==> src/rtl/sctl_pkg.sv <==
// Purpose: shared constants for the system control fault and watchdog block
// Assumes: 32-bit register bus with byte addresses, one word per register
// Notes:   privilege field layout and timeout encoding are local choices
package sctl_pkg;
	// ---------------------------------------------------------------
	// register byte offsets
	// ---------------------------------------------------------------
	localparam logic [5:0] OFF_WDCTL  = 6'h00;
	localparam logic [5:0] OFF_WDSVC  = 6'h04;
	localparam logic [5:0] OFF_ISR    = 6'h08;
	localparam logic [5:0] OFF_FIE    = 6'h0c;
	localparam logic [5:0] OFF_FADDR  = 6'h10;
	localparam logic [5:0] OFF_FLOC   = 6'h14;
	localparam logic [5:0] OFF_FATTR  = 6'h18;
	localparam logic [5:0] OFF_FWDATA = 6'h1c;
	localparam logic [5:0] OFF_MPR    = 6'h20;
	localparam logic [5:0] OFF_PACR0  = 6'h24;
	localparam logic [5:0] OFF_PACR1  = 6'h28;
	localparam logic [5:0] OFF_WDCNT  = 6'h2c;
	// ---------------------------------------------------------------
	// field positions
	// ---------------------------------------------------------------
	localparam int WD_EN_BIT   = 0;
	localparam int WD_RSP_LSB  = 1;
	localparam int WD_SEL_LSB  = 4;
	localparam int WD_LOCK_BIT = 15;
	localparam int ISR_WDT_BIT = 0;
	localparam int ISR_FLT_BIT = 1;
	localparam int FIE_EN_BIT  = 0;
	localparam int LOC_BIT     = 7;
	localparam int AT_WR_BIT   = 7;
	localparam int AT_SZ_LSB   = 4;
	localparam int AT_CACHE    = 3;
	localparam int AT_MODE     = 1;
	localparam int AT_TYPE     = 0;
	localparam int PA_SR       = 0;
	localparam int PA_SW       = 1;
	localparam int PA_UR       = 2;
	localparam int PA_UW       = 3;
	// ---------------------------------------------------------------
	// codes and reset values
	// ---------------------------------------------------------------
	localparam logic [1:0] RSP_INT    = 2'h0;
	localparam logic [1:0] RSP_RST    = 2'h1;
	localparam logic [1:0] RSP_INTRST = 2'h2;
	localparam logic [1:0] RSP_WIN    = 2'h3;
	localparam logic [7:0] SVC_FIRST  = 8'h55;
	localparam logic [7:0] SVC_SECOND = 8'haa;
	localparam logic [1:0] AV_OKAY    = 2'h0;
	localparam logic [1:0] AV_SLVERR  = 2'h2;
	localparam logic [15:0] WDCTL_RST = 16'h0000;
	localparam logic [3:0]  MPR_RST   = 4'hf;
	localparam logic [31:0] PACR_RST  = 32'h3333_3333;
	typedef enum logic [2:0] {
		WD_OFF = 3'b001,
		WD_RUN = 3'b010,
		WD_EXP = 3'b100
	} sctl_wd_state_e;
endpackage

==> src/rtl/sctl_fault_watchdog.sv <==
// Purpose: bus fault capture, peripheral privilege check and core watchdog
// Assumes: fault and check inputs come from logic on clk_in
// Notes:   registers reached over an Avalon-MM slave with one wait state
//
// How it works
// - location bit 7: 0 internal bus fault, 1 fault inside the core
// - attribute bit 7 holds direction: 0 read, 1 write
// - attribute bits 6-4 hold size: 000 byte, 001 half, 010 word
// - attribute bit 3 set when the faulted access was cacheable
// - attribute bit 1 holds privilege: 0 user, 1 supervisor
// - attribute bit 0 holds type: 0 instruction fetch, 1 data
// - write data register keeps write bus value of the last faulted write
// - every errored processor bus cycle updates the capture registers
// - one master privilege register plus peripheral access registers
// - peripheral accesses lacking rights are aborted, target never reached
// - watchdog is off after reset until software sets enable
// - expiry gives interrupt, reset, or interrupt then reset on second
// - windowed mode: service only in last quarter, earlier write resets
// - any other service value while running resets the system at once
// - count compared to period; control write restarts count from zero
// - write-once lock makes control read-only until system reset
// - interrupt expiry sets status flag, software clears it with 0x01
// - after expiry service writes do not withdraw interrupt or reset
// - fault flag set on every fault, write one clears, zero ignored
// - read-only fault address register holds address of last fault
//
// The placing of the registers and the Avalon-MM slave port were left to the implementer.
`timescale 1ns/100ps
module sctl_fault_watchdog #(
	parameter int WDT_MIN_LOG2 = 8
) (
	// clock and reset
	input  wire logic        clk_in,
	input  wire logic        reset_in,
	// register bus
	input  wire logic [5:0]  avs_address_in,
	input  wire logic        avs_read_in,
	input  wire logic        avs_write_in,
	input  wire logic [31:0] avs_writedata_in,
	input  wire logic [3:0]  avs_byteenable_in,
	output logic [31:0]      avs_readdata_out,
	output logic [1:0]       avs_response_out,
	output logic             avs_waitrequest_out,
	// faulted bus cycle report
	input  wire logic        flt_valid_in,
	input  wire logic [31:0] flt_addr_in,
	input  wire logic [31:0] flt_wdata_in,
	input  wire logic        flt_write_in,
	input  wire logic [2:0]  flt_size_in,
	input  wire logic        flt_cache_in,
	input  wire logic        flt_super_in,
	input  wire logic        flt_data_in,
	input  wire logic        flt_core_in,
	// peripheral privilege check
	input  wire logic        pchk_valid_in,
	input  wire logic [1:0]  pchk_master_in,
	input  wire logic [3:0]  pchk_periph_in,
	input  wire logic        pchk_super_in,
	input  wire logic        pchk_write_in,
	output logic             pchk_grant_out,
	output logic             pchk_abort_out,
	// interrupt requests and system reset
	output logic             fault_irq_out,
	output logic             wdt_irq_out,
	output logic             wdt_reset_out
);
	import sctl_pkg::*;

	// ---------------------------------------------------------------
	// helpers
	// ---------------------------------------------------------------
	// byte-lane merge of a write into a stored word
	function automatic logic [31:0] be_merge(input logic [31:0] old_v,
		input logic [31:0] new_v, input logic [3:0] be);
		logic [31:0] r;
		r = old_v;
		for (int i = 0; i < 4; i++) begin
			if (be[i]) begin
				r[i*8 +: 8] = new_v[i*8 +: 8];
			end
		end
		return r;
	endfunction

	// right check for one peripheral nibble
	function automatic logic priv_ok(input logic [3:0] nib, input logic sup,
		input logic wr);
		if (sup) begin
			return wr ? nib[PA_SW] : nib[PA_SR];
		end
		return wr ? nib[PA_UW] : nib[PA_UR];
	endfunction

	// timeout period in bus clocks from the select field
	function automatic logic [31:0] wd_period_of(input logic [3:0] sel);
		return 32'h1 << (32'(sel) + 32'(WDT_MIN_LOG2));
	endfunction

	// ---------------------------------------------------------------
	// state
	// ---------------------------------------------------------------
	logic [15:0]    wd_ctl;
	logic           fie;
	logic [3:0]     master_privilege_reg;
	logic [31:0]    pacr0;
	logic [31:0]    pacr1;
	logic           fault_flag;
	logic           wdt_flag;
	logic [31:0]    fault_addr;
	logic [7:0]     fault_loc;
	logic [7:0]     fault_attr;
	logic [31:0]    fault_wdata;
	sctl_wd_state_e wd_state;
	logic [31:0]    wd_cnt;
	logic           wd_armed;
	logic [31:0]    next_rdata;
	logic           next_mapped;
	logic [15:0]    next_ctl;
	logic [31:0]    ctl_merged;
	logic [63:0]    pacr_all;
	logic [7:0]     next_attr;
	logic [5:0]     reg_addr;
	logic           acc_wr;
	logic           ctl_wr;
	logic           svc_wr;
	logic           isr_wr;
	logic [7:0]     svc_code;
	logic           wd_locked;
	logic [1:0]     wd_rsp;
	logic [31:0]    wd_period;
	logic           wd_tmo;
	logic           wd_early;
	logic           bad_svc;
	logic           svc_done;
	logic           wdt_irq_ev;
	logic [3:0]     pnib;
	logic           pchk_ok;

	// ---------------------------------------------------------------
	// bus slave
	// ---------------------------------------------------------------
	assign reg_addr  = {avs_address_in[5:2], 2'b00};
	// writes land only at the edge that sees waitrequest low
	assign acc_wr    = avs_write_in && !avs_waitrequest_out;
	assign ctl_wr    = acc_wr && (reg_addr == OFF_WDCTL);
	assign svc_wr    = acc_wr && (reg_addr == OFF_WDSVC) && avs_byteenable_in[0];
	assign isr_wr    = acc_wr && (reg_addr == OFF_ISR) && avs_byteenable_in[0];
	assign svc_code  = avs_writedata_in[7:0];

	// read mux; unmapped words read zero and answer with a slave error
	always_comb begin
		next_rdata  = 32'h0;
		next_mapped = 1'b1;
		case (reg_addr)
			OFF_WDCTL:  next_rdata[15:0] = wd_ctl;
			OFF_WDSVC:  next_rdata = 32'h0;
			OFF_ISR: begin
				next_rdata[ISR_WDT_BIT] = wdt_flag;
				next_rdata[ISR_FLT_BIT] = fault_flag;
			end
			OFF_FIE:    next_rdata[FIE_EN_BIT] = fie;
			OFF_FADDR:  next_rdata = fault_addr;
			OFF_FLOC:   next_rdata[7:0] = fault_loc;
			OFF_FATTR:  next_rdata[7:0] = fault_attr;
			OFF_FWDATA: next_rdata = fault_wdata;
			OFF_MPR:    next_rdata[3:0] = master_privilege_reg;
			OFF_PACR0:  next_rdata = pacr0;
			OFF_PACR1:  next_rdata = pacr1;
			OFF_WDCNT:  next_rdata = wd_cnt;
			default:    next_mapped = 1'b0;
		endcase
	end

	// one wait state: read data is latched as waitrequest falls
	always_ff @(posedge clk_in) begin
		if (reset_in) begin
			avs_waitrequest_out <= 1'b1;
			avs_readdata_out    <= 32'h0;
			avs_response_out    <= AV_OKAY;
		end else if ((avs_read_in || avs_write_in) && avs_waitrequest_out) begin
			avs_waitrequest_out <= 1'b0;
			avs_readdata_out    <= avs_read_in ? next_rdata : 32'h0;
			avs_response_out    <= next_mapped ? AV_OKAY : AV_SLVERR;
		end else begin
			avs_waitrequest_out <= 1'b1;
		end
	end

	// ---------------------------------------------------------------
	// configuration registers
	// ---------------------------------------------------------------
	assign wd_locked = wd_ctl[WD_LOCK_BIT];
	// a locked control word ignores data, so the lock can never fall
	assign ctl_merged = be_merge({16'h0, wd_ctl}, avs_writedata_in, avs_byteenable_in);
	assign next_ctl   = wd_locked ? wd_ctl : ctl_merged[15:0];

	always_ff @(posedge clk_in) begin
		if (reset_in) begin
			wd_ctl <= WDCTL_RST;
			fie    <= 1'b0;
			master_privilege_reg    <= MPR_RST;
			pacr0  <= PACR_RST;
			pacr1  <= PACR_RST;
		end else if (acc_wr) begin
			case (reg_addr)
				OFF_WDCTL: wd_ctl <= next_ctl;
				OFF_FIE: begin
					if (avs_byteenable_in[0]) begin
						fie <= avs_writedata_in[FIE_EN_BIT];
					end
				end
				OFF_MPR: begin
					if (avs_byteenable_in[0]) begin
						master_privilege_reg <= avs_writedata_in[3:0];
					end
				end
				OFF_PACR0: pacr0 <= be_merge(pacr0, avs_writedata_in, avs_byteenable_in);
				OFF_PACR1: pacr1 <= be_merge(pacr1, avs_writedata_in, avs_byteenable_in);
				default: ;
			endcase
		end
	end

	// ---------------------------------------------------------------
	// fault capture
	// ---------------------------------------------------------------
	always_comb begin
		next_attr                         = 8'h00;
		next_attr[AT_WR_BIT]              = flt_write_in;
		next_attr[AT_SZ_LSB +: 3]         = flt_size_in;
		next_attr[AT_CACHE]               = flt_cache_in;
		next_attr[AT_MODE]                = flt_super_in;
		next_attr[AT_TYPE]                = flt_data_in;
	end

	// each errored cycle overwrites the previous capture
	always_ff @(posedge clk_in) begin
		if (reset_in) begin
			fault_addr  <= 32'h0;
			fault_loc   <= 8'h00;
			fault_attr  <= 8'h00;
			fault_wdata <= 32'h0;
		end else if (flt_valid_in) begin
			fault_addr          <= flt_addr_in;
			fault_loc           <= 8'h00;
			fault_loc[LOC_BIT]  <= flt_core_in;
			fault_attr          <= next_attr;
			if (flt_write_in) begin
				fault_wdata <= flt_wdata_in;
			end
		end
	end

	// ---------------------------------------------------------------
	// status flags and requests
	// ---------------------------------------------------------------
	// a new event in the clearing cycle wins so nothing is lost
	always_ff @(posedge clk_in) begin
		if (reset_in) begin
			fault_flag <= 1'b0;
			wdt_flag   <= 1'b0;
		end else begin
			if (flt_valid_in) begin
				fault_flag <= 1'b1;
			end else if (isr_wr && avs_writedata_in[ISR_FLT_BIT]) begin
				fault_flag <= 1'b0;
			end
			if (wdt_irq_ev) begin
				wdt_flag <= 1'b1;
			end else if (isr_wr && avs_writedata_in[ISR_WDT_BIT]) begin
				wdt_flag <= 1'b0;
			end
		end
	end

	// enabling the fault request with a stale flag raises it at once
	always_ff @(posedge clk_in) begin
		if (reset_in) begin
			fault_irq_out <= 1'b0;
			wdt_irq_out   <= 1'b0;
		end else begin
			fault_irq_out <= fault_flag && fie;
			wdt_irq_out   <= wdt_flag;
		end
	end

	// ---------------------------------------------------------------
	// privilege check
	// ---------------------------------------------------------------
	assign pacr_all = {pacr1, pacr0};
	assign pnib     = pacr_all[{pchk_periph_in, 2'b00} +: 4];
	// a master without the privilege bit is always treated as user
	assign pchk_ok = priv_ok(pnib, pchk_super_in && master_privilege_reg[pchk_master_in], pchk_write_in);

	always_ff @(posedge clk_in) begin
		if (reset_in) begin
			pchk_grant_out <= 1'b0;
			pchk_abort_out <= 1'b0;
		end else begin
			pchk_grant_out <= pchk_valid_in && pchk_ok;
			pchk_abort_out <= pchk_valid_in && !pchk_ok;
		end
	end

	// ---------------------------------------------------------------
	// core watchdog
	// ---------------------------------------------------------------
	assign wd_rsp     = wd_ctl[WD_RSP_LSB +: 2];
	assign wd_period  = wd_period_of(wd_ctl[WD_SEL_LSB +: 4]);
	assign wd_tmo     = (wd_cnt == wd_period - 32'h1);
	assign wd_early   = (wd_rsp == RSP_WIN) && (wd_cnt < wd_period - (wd_period >> 2));
	assign bad_svc    = svc_wr && (wd_state == WD_RUN) && (wd_early ||
		((svc_code != SVC_FIRST) && (svc_code != SVC_SECOND)));
	// completing the pair needs wd_armed, set by an earlier SVC_FIRST write
	assign svc_done   = svc_wr && !bad_svc && wd_armed && (svc_code == SVC_SECOND);
	assign wdt_irq_ev = (wd_state == WD_RUN) && wd_tmo && !ctl_wr && !bad_svc &&
		!svc_done && ((wd_rsp == RSP_INT) || (wd_rsp == RSP_INTRST));

	// reset pulse lasts one cycle; system reset then clears everything
	always_ff @(posedge clk_in) begin
		if (reset_in) begin
			wd_state      <= WD_OFF;
			wd_cnt        <= 32'h0;
			wd_armed      <= 1'b0;
			wdt_reset_out <= 1'b0;
		end else begin
			wdt_reset_out <= 1'b0;
			if (ctl_wr) begin
				wd_cnt   <= 32'h0;
				wd_armed <= 1'b0;
				wd_state <= next_ctl[WD_EN_BIT] ? WD_RUN : WD_OFF;
			end else begin
				case (wd_state)
					WD_OFF: begin
						wd_cnt <= 32'h0;
					end
					WD_RUN: begin
						if (bad_svc) begin
							wdt_reset_out <= 1'b1;
							wd_state      <= WD_OFF;
						end else if (svc_done) begin
							wd_cnt   <= 32'h0;
							wd_armed <= 1'b0;
						end else if (wd_tmo) begin
							wd_cnt   <= 32'h0;
							wd_armed <= 1'b0;
							if ((wd_rsp == RSP_RST) || (wd_rsp == RSP_WIN)) begin
								wdt_reset_out <= 1'b1;
								wd_state      <= WD_OFF;
							end else begin
								wd_state <= WD_EXP;
							end
						end else begin
							wd_cnt <= wd_cnt + 32'h1;
							if (svc_wr && (svc_code == SVC_FIRST)) begin
								wd_armed <= 1'b1;
							end
						end
					end
					WD_EXP: begin
						// service writes are ignored here, so nothing is withdrawn
						if (wd_rsp == RSP_INTRST) begin
							if (wd_tmo) begin
								wdt_reset_out <= 1'b1;
								wd_state      <= WD_OFF;
							end else begin
								wd_cnt <= wd_cnt + 32'h1;
							end
						end
					end
					default: begin
						wd_state <= WD_OFF;
					end
				endcase
			end
		end
	end
endmodule

==> config.mk <==
export PLATFORM = sky130hd
export DESIGN_NAME = sctl_fault_watchdog
export DESIGN_NICKNAME = d
export VERILOG_FILES = /design/src/rtl/sctl_pkg.sv /design/src/rtl/sctl_fault_watchdog.sv
export SDC_FILE = /design/constraint.sdc
export NUM_CORES = 1
export LEC_CHECK = 0
export ABC_AREA = 1
export BUFFER_PORTS_ARGS = -buffer_cell sky130_fd_sc_hd__buf_2
export CAP_MARGIN = 20
export CORE_ASPECT_RATIO = 0.7
export CORE_MARGIN = 1.5
export CORE_UTILIZATION = 39
export CTS_CLUSTER_SIZE = 24
export DETAILED_ROUTE_END_ITERATION = 10
export PLACE_DENSITY = 0.66
export REMOVE_ABC_BUFFERS = 1
export SYNTH_ARGS = -nofsm -noshare
export SYNTH_HDL_FRONTEND = slang
export SYNTH_SLANG_ARGS = --single-unit
==> constraint.sdc <==
create_clock -name clk_in -period 11.45 [get_ports clk_in]
set_input_delay 2.29 -clock clk_in [delete_from_list [all_inputs] [get_ports clk_in]]
set_output_delay 2.29 -clock clk_in [all_outputs]
set_load 0.01 [all_outputs]
# Word level (Yosys, flattened, before mapping)
# Index checks and enable logic that the tools add are counted.
# Widths: inputs -> output; s select.
# totals
ff_bits,235
in_bits,128
elab_cells,179
# classes
addsub,4
n_lt_le_gt_ge,2
n_eq_ne,30
shifts,2
n_mux,49
bitwise_logic,2
n_reduce_logical,60
# op_table
op,n
$mux 32,6
$pmux 32 s3,1
$pmux 16 s5,1
$shiftx 64x7->4,1
$pmux 8 s6,1
$reduce_and 3->1,11
$add 32x1->32 const B,1
$eq 32x32->1,1
$lt 32x32->1,1
$pmux 4 s8,1
$shl 1x5->32 const A,1
$sub 32x1->32 const B,1
$sub 32x30->32,1
$logic_and 1x1->1,26
$mux 1,21
$mux 3,7
$eq 4x3->1 const B,4
$eq 4x4->1 const B,4
$mux 16,1
$mux 8,2
$pmux 2 s8,1
$reduce_and 4->1,3
$reduce_or 12->1,1
$pmux 1 s10,1
31 further kinds,50

# Logic depth before layout (Yosys ltp)
# Gate-level depths: netlist (run 1).
# depth
word_depth,15
ltp_mapped,35

# Worst setup path before layout (run 1)
# OpenSTA, ideal clock, no wires.
# synth_timing
path_type,reg2reg
start,register wd_ctl[5]
end,register wd_cnt[8]
setup_ns,0.117
arrival_time_ns,3.938
required_ns,11.333
setup_slack_ns,7.395
stages_incl_launch_ff,35
n_path_buf,1
cell_sequence,dfxtp_1 -> inv_2 -> nor2_1 -> inv_1 -> nor3_1 -> inv_1 -> ha_1 -> nand2_1 -> o21ai_1 -> a21boi_1 -> o21ai_1 -> nand2_1 -> nand2_1 -> nand2_1 -> nand2_1 -> nand2_1 -> nand2_1 -> xor2_1 -> ha_1 -> nand2_1 -> inv_1 -> nand2_1 -> nor2_1 -> nand2_1 -> nor2_1 -> nor2_1 -> nand2_1 -> nand2_1 -> nand2_1 -> nand3_1 -> buf_6 -> nor2_1 -> nand2_1 -> o21ai_0 -> nor2_1
# synth_via
elab_chain_len,14
# synth_lines
item,line,rtl
"start, declared",sctl_fault_watchdog.sv:102,logic [15:0] wd_ctl;
"start signal, assigned",sctl_fault_watchdog.sv:206,OFF_WDCTL: wd_ctl <= next_ctl;
$add 4x4->5 (*),sctl_fault_watchdog.sv:96,return 32'h1 << (32'(sel) + 32'(WDT_MIN_LOG2));
$shl 1x5->32 (*),sctl_fault_watchdog.sv:96,
$sub 32x30->32,sctl_fault_watchdog.sv:311,assign wd_early = (wd_rsp == RSP_WIN) && (wd_cnt < wd_period - (wd_period >> 2));
$lt 32x32->1,sctl_fault_watchdog.sv:311,
$logic_and 1x1->1,sctl_fault_watchdog.sv:311,
$logic_or 1x1->1,sctl_fault_watchdog.sv:312,assign bad_svc = svc_wr && (wd_state == WD_RUN) && (wd_early ||
$logic_and 1x1->1,sctl_fault_watchdog.sv:312,
$logic_not 1->1,sctl_fault_watchdog.sv:315,assign svc_done = svc_wr && !bad_svc && wd_armed && (svc_code == SVC_SECOND);
$logic_and 1x1->1 (3 in a row),sctl_fault_watchdog.sv:315,
$mux 32,sctl_fault_watchdog.sv:341,end else if (svc_done) begin
$mux 32,sctl_fault_watchdog.sv:338,if (bad_svc) begin
$pmux 32 s3,sctl_fault_watchdog.sv:333,case (wd_state)
"end signal, assigned",sctl_fault_watchdog.sv:354,wd_cnt <= wd_cnt + 32'h1;
"end signal, assigned",sctl_fault_watchdog.sv:367,wd_cnt <= wd_cnt + 32'h1;
"end, declared",sctl_fault_watchdog.sv:114,logic [31:0] wd_cnt;
# Mark *: on every way between the ends. The rest lies on a longest branch, timed or not. The select of a mux whose other input is x is not followed.
# A chain may end at the register's enable or synchronous reset.

# Final worst setup path (run 1)
# layout_timing
start,register wd_ctl[6]
end,register wd_cnt[27]
# The elaborated chain is that of the path after synthesis.

==> metrics.txt, run 1 <==
GPL Wtd Cong ~0.93; largest net degree at the start of global routing 82; Setup violations, final 0; Worst-Skew Late Latency between 0.5 and 0.6 ns; worst clock skew 0.01124 ns; share of cells above drive strength 1 11.01%; Sequential Area approximately 0.0047 mm²; area of placed instances 0.01435 mm²; FF-to-FF End wd_cnt[27]; clk root buf clkbuf_16; Rows 55; status finished clean; Power Total 0.001804 W; cts repair resizes 0; crit path to wd_cnt[27]; sequential power share 46.8%; post-synthesis register bit count around 230; most frequent cells in the layout nand2_1, inv_1, nor2_1; Worst-path clk slew about 0.070 ns; Post-synth EDFFs 0; Tot GR Track Use 24.92%; worst r2r src wd_ctl[6]; Slew HR between 30 and 40%; Max stage delay on crit path roughly 0.61 ns; family with the most delay on the worst path simple AND/OR/NAND/NOR gates; post-synth top area cell dfxtp_1; Overflow after GRT 0; DRC 0; clock share of power 42.7%; final hold vios 0; Worst Path Required 11.91 ns; Yosys top cell area share a little over a third; Buf/Inv on CP 6; Max Cap Viol 0; postcts setup bufs 0; clock tree buffer depth 3; pre-CTS WS approximately 5.7 ns; critical path depth 34; H-tree level count 1; Hold Crit Class reg2reg; commonest non-fill, non-tap cell in the layout nand2_1; LEAKAGE just under 7 nW; I/O Pins between 150 and 200; DRT iter0 DRCs approximately 1400; top area cells in the synthesized netlist dfxtp_1, nand2_1, o21ai_0; Period minus WS final 6.041 ns; Switching Share about a quarter; Int Power between 0.001 and 0.0015 W; final non-filler cell area between 0.015 and 0.02 mm²; worst-path fanout max 20; initial antenna violation count 1; fin. max-slew vios 0; Crit path top cell by count nand2_1; crit end category flop; Hold WS around 0.45 ns; CTS Hold Bufs 0; crit path kind reg2reg; Final nets about 2300; RSZ-0062 raised after global routing no; Yosys cell types 48; Register-to-Register Path Depth 34; total clock sinks around 230; DR WL/cell about 18 µm; synthesized area 0.01312 mm²; Switching Power roughly 0.00047 W; Post-Syn Area per Cell about 6.7 µm²; vias in the first global route approximately 12000; final worst slack about 5.4 ns; Die Y around 160 µm; Comb pwr share roughly a tenth; initial core utilization about two fifths; first-pass GRT wire length 68.56 mm; Die Width 222.2 µm; Worst Setup Start Kind flop; Core Region 0.03269 mm²; Peak Freq ~0.17 GHz; synth warn 0; Worst EP arrival 6.50 ns; area of the multi-input gates slightly above 0.007 mm²; ys flop type dfxtp_1; Critical-path top delay cell dfxtp_1; Mapped Cells slightly below 2000; detailed-route via count 13720; asr flop ratio synth 0%; Worst VDD drop just over 0.09 mV; Reg2Reg Setup Slack 5.41 ns; fillers roughly 3400; Post-Route WL 44.69 mm; TritonCTS clock tree yes; antenna-violating nets left 0; Tcrit/Tclk final a little over half; setup TNS 0 ns; IO Port Bufs between 150 and 200; TritonCTS Buffers 23; sequential fraction of the synthesis area 35.71%; TritonRoute pass-1 iters 8; power per cell area 119.4 mW/mm²; Die ar. 0.03476 mm²; DP Wirelength 33.56 mm; Area Overhead vs Synth 15.18%; Worst setup startpoint wd_ctl[6]; vias per cell between 5 and 6; Worst-Margin Slew between 0.9 and 1 ns
## worst reg2reg max path, delay by kind of cell (launching register included)
family	cells	cell delay [ns]
buf+inv	6	1.34
xor+xnor	1	0.16
fa+ha+maj	2	0.49
compound gates	4	0.89
simple gates	21	2.45
flops	1	0.61
## layout make-up
cell class,count,share of cell area (%)
repair buffers,179,6.228
multi-input cells,1392,47.33
inverters,279,6.949
clock inverters,6,0.4224
flip-flops and latches,234,31.01
well taps,427,3.537
diodes,1,0.01656
clock buffers,35,4.506
## Yosys cell counts, types with 23 or more instances
library cell  count
a21oi_1         177
clkbuf_1         63
dfxtp_1         234
ha_1             54
inv_1           265
nand2_1         345
nand3_1          83
nand4_1          23
nor2_1          245
nor3_1           27
o211ai_1         40
o21ai_0         226
o22ai_1          34
xor2_1           28
## worst min path at each step
stage | startpoint | endpoint | slack, ns | cells after the start
4_1_cts | fault_wdata[8] | fault_wdata[8] | 0.45 | 2
5_1_grt | fault_wdata[22] | fault_wdata[22] | 0.47 | 2
3_3_place_gp | fault_wdata[0] | fault_wdata[0] | 0.44 | 2
6_report | fault_wdata[8] | fault_wdata[8] | 0.45 | 2
3_5_place_dp | fault_wdata[8] | fault_wdata[8] | 0.45 | 2
2_1_floorplan | wdt_flag | wdt_irq_out | 0.42 | 2
## routing by layer
layer	track usage (%)	vias up	wire (µm)
li1	-	6777	-
met1	37.41	6325	21400
met2	36.26	573	18050
met3	5.727	45	4568
met4	4.110	0	667
met5	0	-	0
## cell families (layout without fill, tap and decap cells)
family                   count (synthesis)  after routing  share of synthesized area (%)
AO/OA/AOI/OAI                          536            536                          22.79
other                                    2             22                        0.05726
AND/OR/NAND/NOR                        743            743                          23.31
flip-flops                             234            234                          35.71
adder cells (fa/ha/maj)                 54             54                          5.151
XOR/XNOR                                38             38                          2.537
buffers and inverters                  357            499                          10.44
## metrics by stage
stage          util (%)  instances
4_1_cts           46.16       2551
6_report          46.22       2553
3_3_place_gp      43.89       2510
3_5_place_dp      43.89       2510
5_1_grt           46.21       2552
2_1_floorplan         -       1905
## power groups by stage
| stage | clock network, W | logic, W | registers, W |
|---|---|---|---|
| 2_1_floorplan | 0 | 0.000103 | 0.000862 |
| 3_3_place_gp | 0 | 0.000180 | 0.000862 |
| 3_5_place_dp | 0 | 0.000183 | 0.000863 |
| 4_1_cts | 0.000775 | 0.000184 | 0.000844 |
| 5_1_grt | 0.000814 | 0.000212 | 0.000846 |
| 6_report | 0.000770 | 0.000189 | 0.000845 |
(Power assumes the default switching activity.)
==> run 2, diff against run 1 <==
--- a/config.mk
+++ b/config.mk
@@ -13,7 +13,7 @@
 export CORE_UTILIZATION = 39
 export CTS_CLUSTER_SIZE = 24
 export DETAILED_ROUTE_END_ITERATION = 10
-export PLACE_DENSITY = 0.66
+export PLACE_DENSITY = 0.68
 export REMOVE_ABC_BUFFERS = 1
 export SYNTH_ARGS = -nofsm -noshare
 export SYNTH_HDL_FRONTEND = slang
==> constraint.sdc (replaced) <==
create_clock -name clk_in -period 5 [get_ports clk_in]
set_input_delay 1 -clock clk_in [delete_from_list [all_inputs] [get_ports clk_in]]
set_output_delay 1 -clock clk_in [all_outputs]
set_load 0.01 [all_outputs]
==> metrics.txt, run 2 (synthesis results as in run 1) <==
pre-CTS WS about 0.13 ns; Sequential Area around 0.0047 mm²; initial antenna violation count 2; Switching Share 26.10%; Worst VDD drop approximately 0.23 mV; Final nets around 2300; DP Wirelength between 30 and 40 mm; Worst-Skew Late Latency roughly 0.54 ns; largest net degree at the start of global routing 79; Hold WS approximately 0.45 ns; Overflow after GRT 0; Die Width roughly 220 µm; sequential power share between 40% and 50%; Tcrit/Tclk final 90.77%; fin. max-slew vios 0; I/O Pins ~170; Hold Crit Class reg2reg; crit path kind reg2reg; Reg2Reg Setup Slack 0.46 ns; fillers 3344; Switching Power around 0.0011 W; family with the most delay on the worst path simple AND/OR/NAND/NOR gates; LEAKAGE 6.965 nW; clock share of power between 40% and 50%; Min-Delay Startpoint fault_wdata[8]; Crit path top cell by count nand3_1; Peak Freq approximately 0.22 GHz; TritonCTS clock tree yes; Int Power 0.003079 W; Setup violations, final 0; Max stage delay on crit path ~0.4 ns; FF-to-FF End wd_cnt[23]; Rows 55; most frequent cells in the layout nand2_1, inv_1, nor2_1; Worst Setup Start Kind flop; Antenna Cells 0; clock tree buffer depth 3; Worst EP arrival just under 5 ns; detailed-route via count approximately 14000; worst-path fanout max 10; Worst-path clk slew ~0.06 ns; H-tree level count 1; CTS Hold Bufs 0; Register-to-Register Path Depth 31; final non-filler cell area 0.01546 mm²; initial core utilization approximately two fifths; Area Overhead vs Synth 17.86%; setup TNS 0 ns; Post-Route WL approximately 45 mm; worst clock skew ~0.016 ns; DRC 0; DR WL/cell between 15 and 20 µm; vias per cell around 5.4; Worst Path Required around 5.4 ns; area of placed instances between 0.01 and 0.015 mm²; critical path depth 31; antenna-violating nets left 0; Hold EP fault_wdata[8]; TritonCTS Buffers 23; status finished clean; RSZ-0062 raised after global routing no; commonest non-fill, non-tap cell in the layout nand2_1; TritonRoute pass-1 iters 6; Comb pwr share about a tenth; Die ar. about 0.035 mm²; Slew HR about a third; Power Total between 0.004 and 0.005 W; area of the multi-input gates between 0.007 and 0.008 mm²; DRT iter0 DRCs between 1500 and 2000; total clock sinks approximately 230; Tot GR Track Use roughly a quarter; share of cells above drive strength 1 13.29%; clk root buf clkbuf_16; Die Y 156.4 µm; power per cell area around 270 mW/mm²; IO Port Bufs 164; crit end category flop; Critical-path top delay cell dfxtp_4; first-pass GRT wire length just under 70 mm; Period minus WS final 4.539 ns; Max Cap Viol 0; final hold vios 0; hold path depth 2; GPL Wtd Cong roughly 0.96; worst r2r src wd_ctl[5]; final worst slack 0.4613 ns; Worst-Margin Slew between 1 and 1.5 ns; vias in the first global route 12504; Buf/Inv on CP 8; Core Region between 0.03 and 0.04 mm²
## run 2: worst max-delay path by stage
stage                             to      start  slack, ns
after CTS                 wd_cnt[27]  wd_ctl[5]       0.07
after global routing      wd_cnt[18]  wd_ctl[5]      0.005
after detailed placement  wd_cnt[27]  wd_ctl[5]       0.13
after floorplan           wd_cnt[11]  wd_ctl[6]      -0.03
after global placement     wd_cnt[3]  wd_ctl[5]       0.18
final                     wd_cnt[23]  wd_ctl[5]       0.46
## run 2: timing repair
item / CTS / global route
hold endpoints to repair: 0 / 0
setup buffers: 0 / 1
setup endpoints to repair: 0 / 38
resized for setup: 0 / 41
## run 2: cell type report
type	instances	area share, %
multi-input cells	1393	47.02
flip-flops and latches	234	30.38
repair buffers	204	7.438
inverters	279	6.807
clock buffers	33	4.225
well taps	427	3.456
clock inverters	9	0.6799
## run 2: stage by stage
| step | util (%) | instances |
|---|---|---|
| after detailed placement | 44.53 | 2535 |
| after global placement | 44.53 | 2535 |
| after global routing | 47.29 | 2579 |
| after CTS | 46.85 | 2577 |
| final | 47.29 | 2579 |
| after floorplan | - | 1905 |
## run 2: per-layer routing
layer  vias up  part of all wire [%]  track usage, %
met5         -                 0.044               0
met1      6440                    48           38.30
li1       6840                     -               -
met2       663                    40           35.75
met4         4                   2.2           6.295
met3        64                   9.7           4.656
## run 2: power by group through the flow
stage	registers [W]	clock network, W	logic (W)
final	0.00193	0.00179	0.000439
after floorplan	0.00197	0	0.000236
after global routing	0.00194	0.00188	0.000489
after global placement	0.00198	0	0.000417
after CTS	0.00193	0.00180	0.000426
after detailed placement	0.00198	0	0.000423
## run 2: tightest hold or removal path, delay by kind of cell (launching register included)
kind            cells  cell delay, ns
flops               1            0.30
buf+inv             1            0.06
compound gates      1            0.05
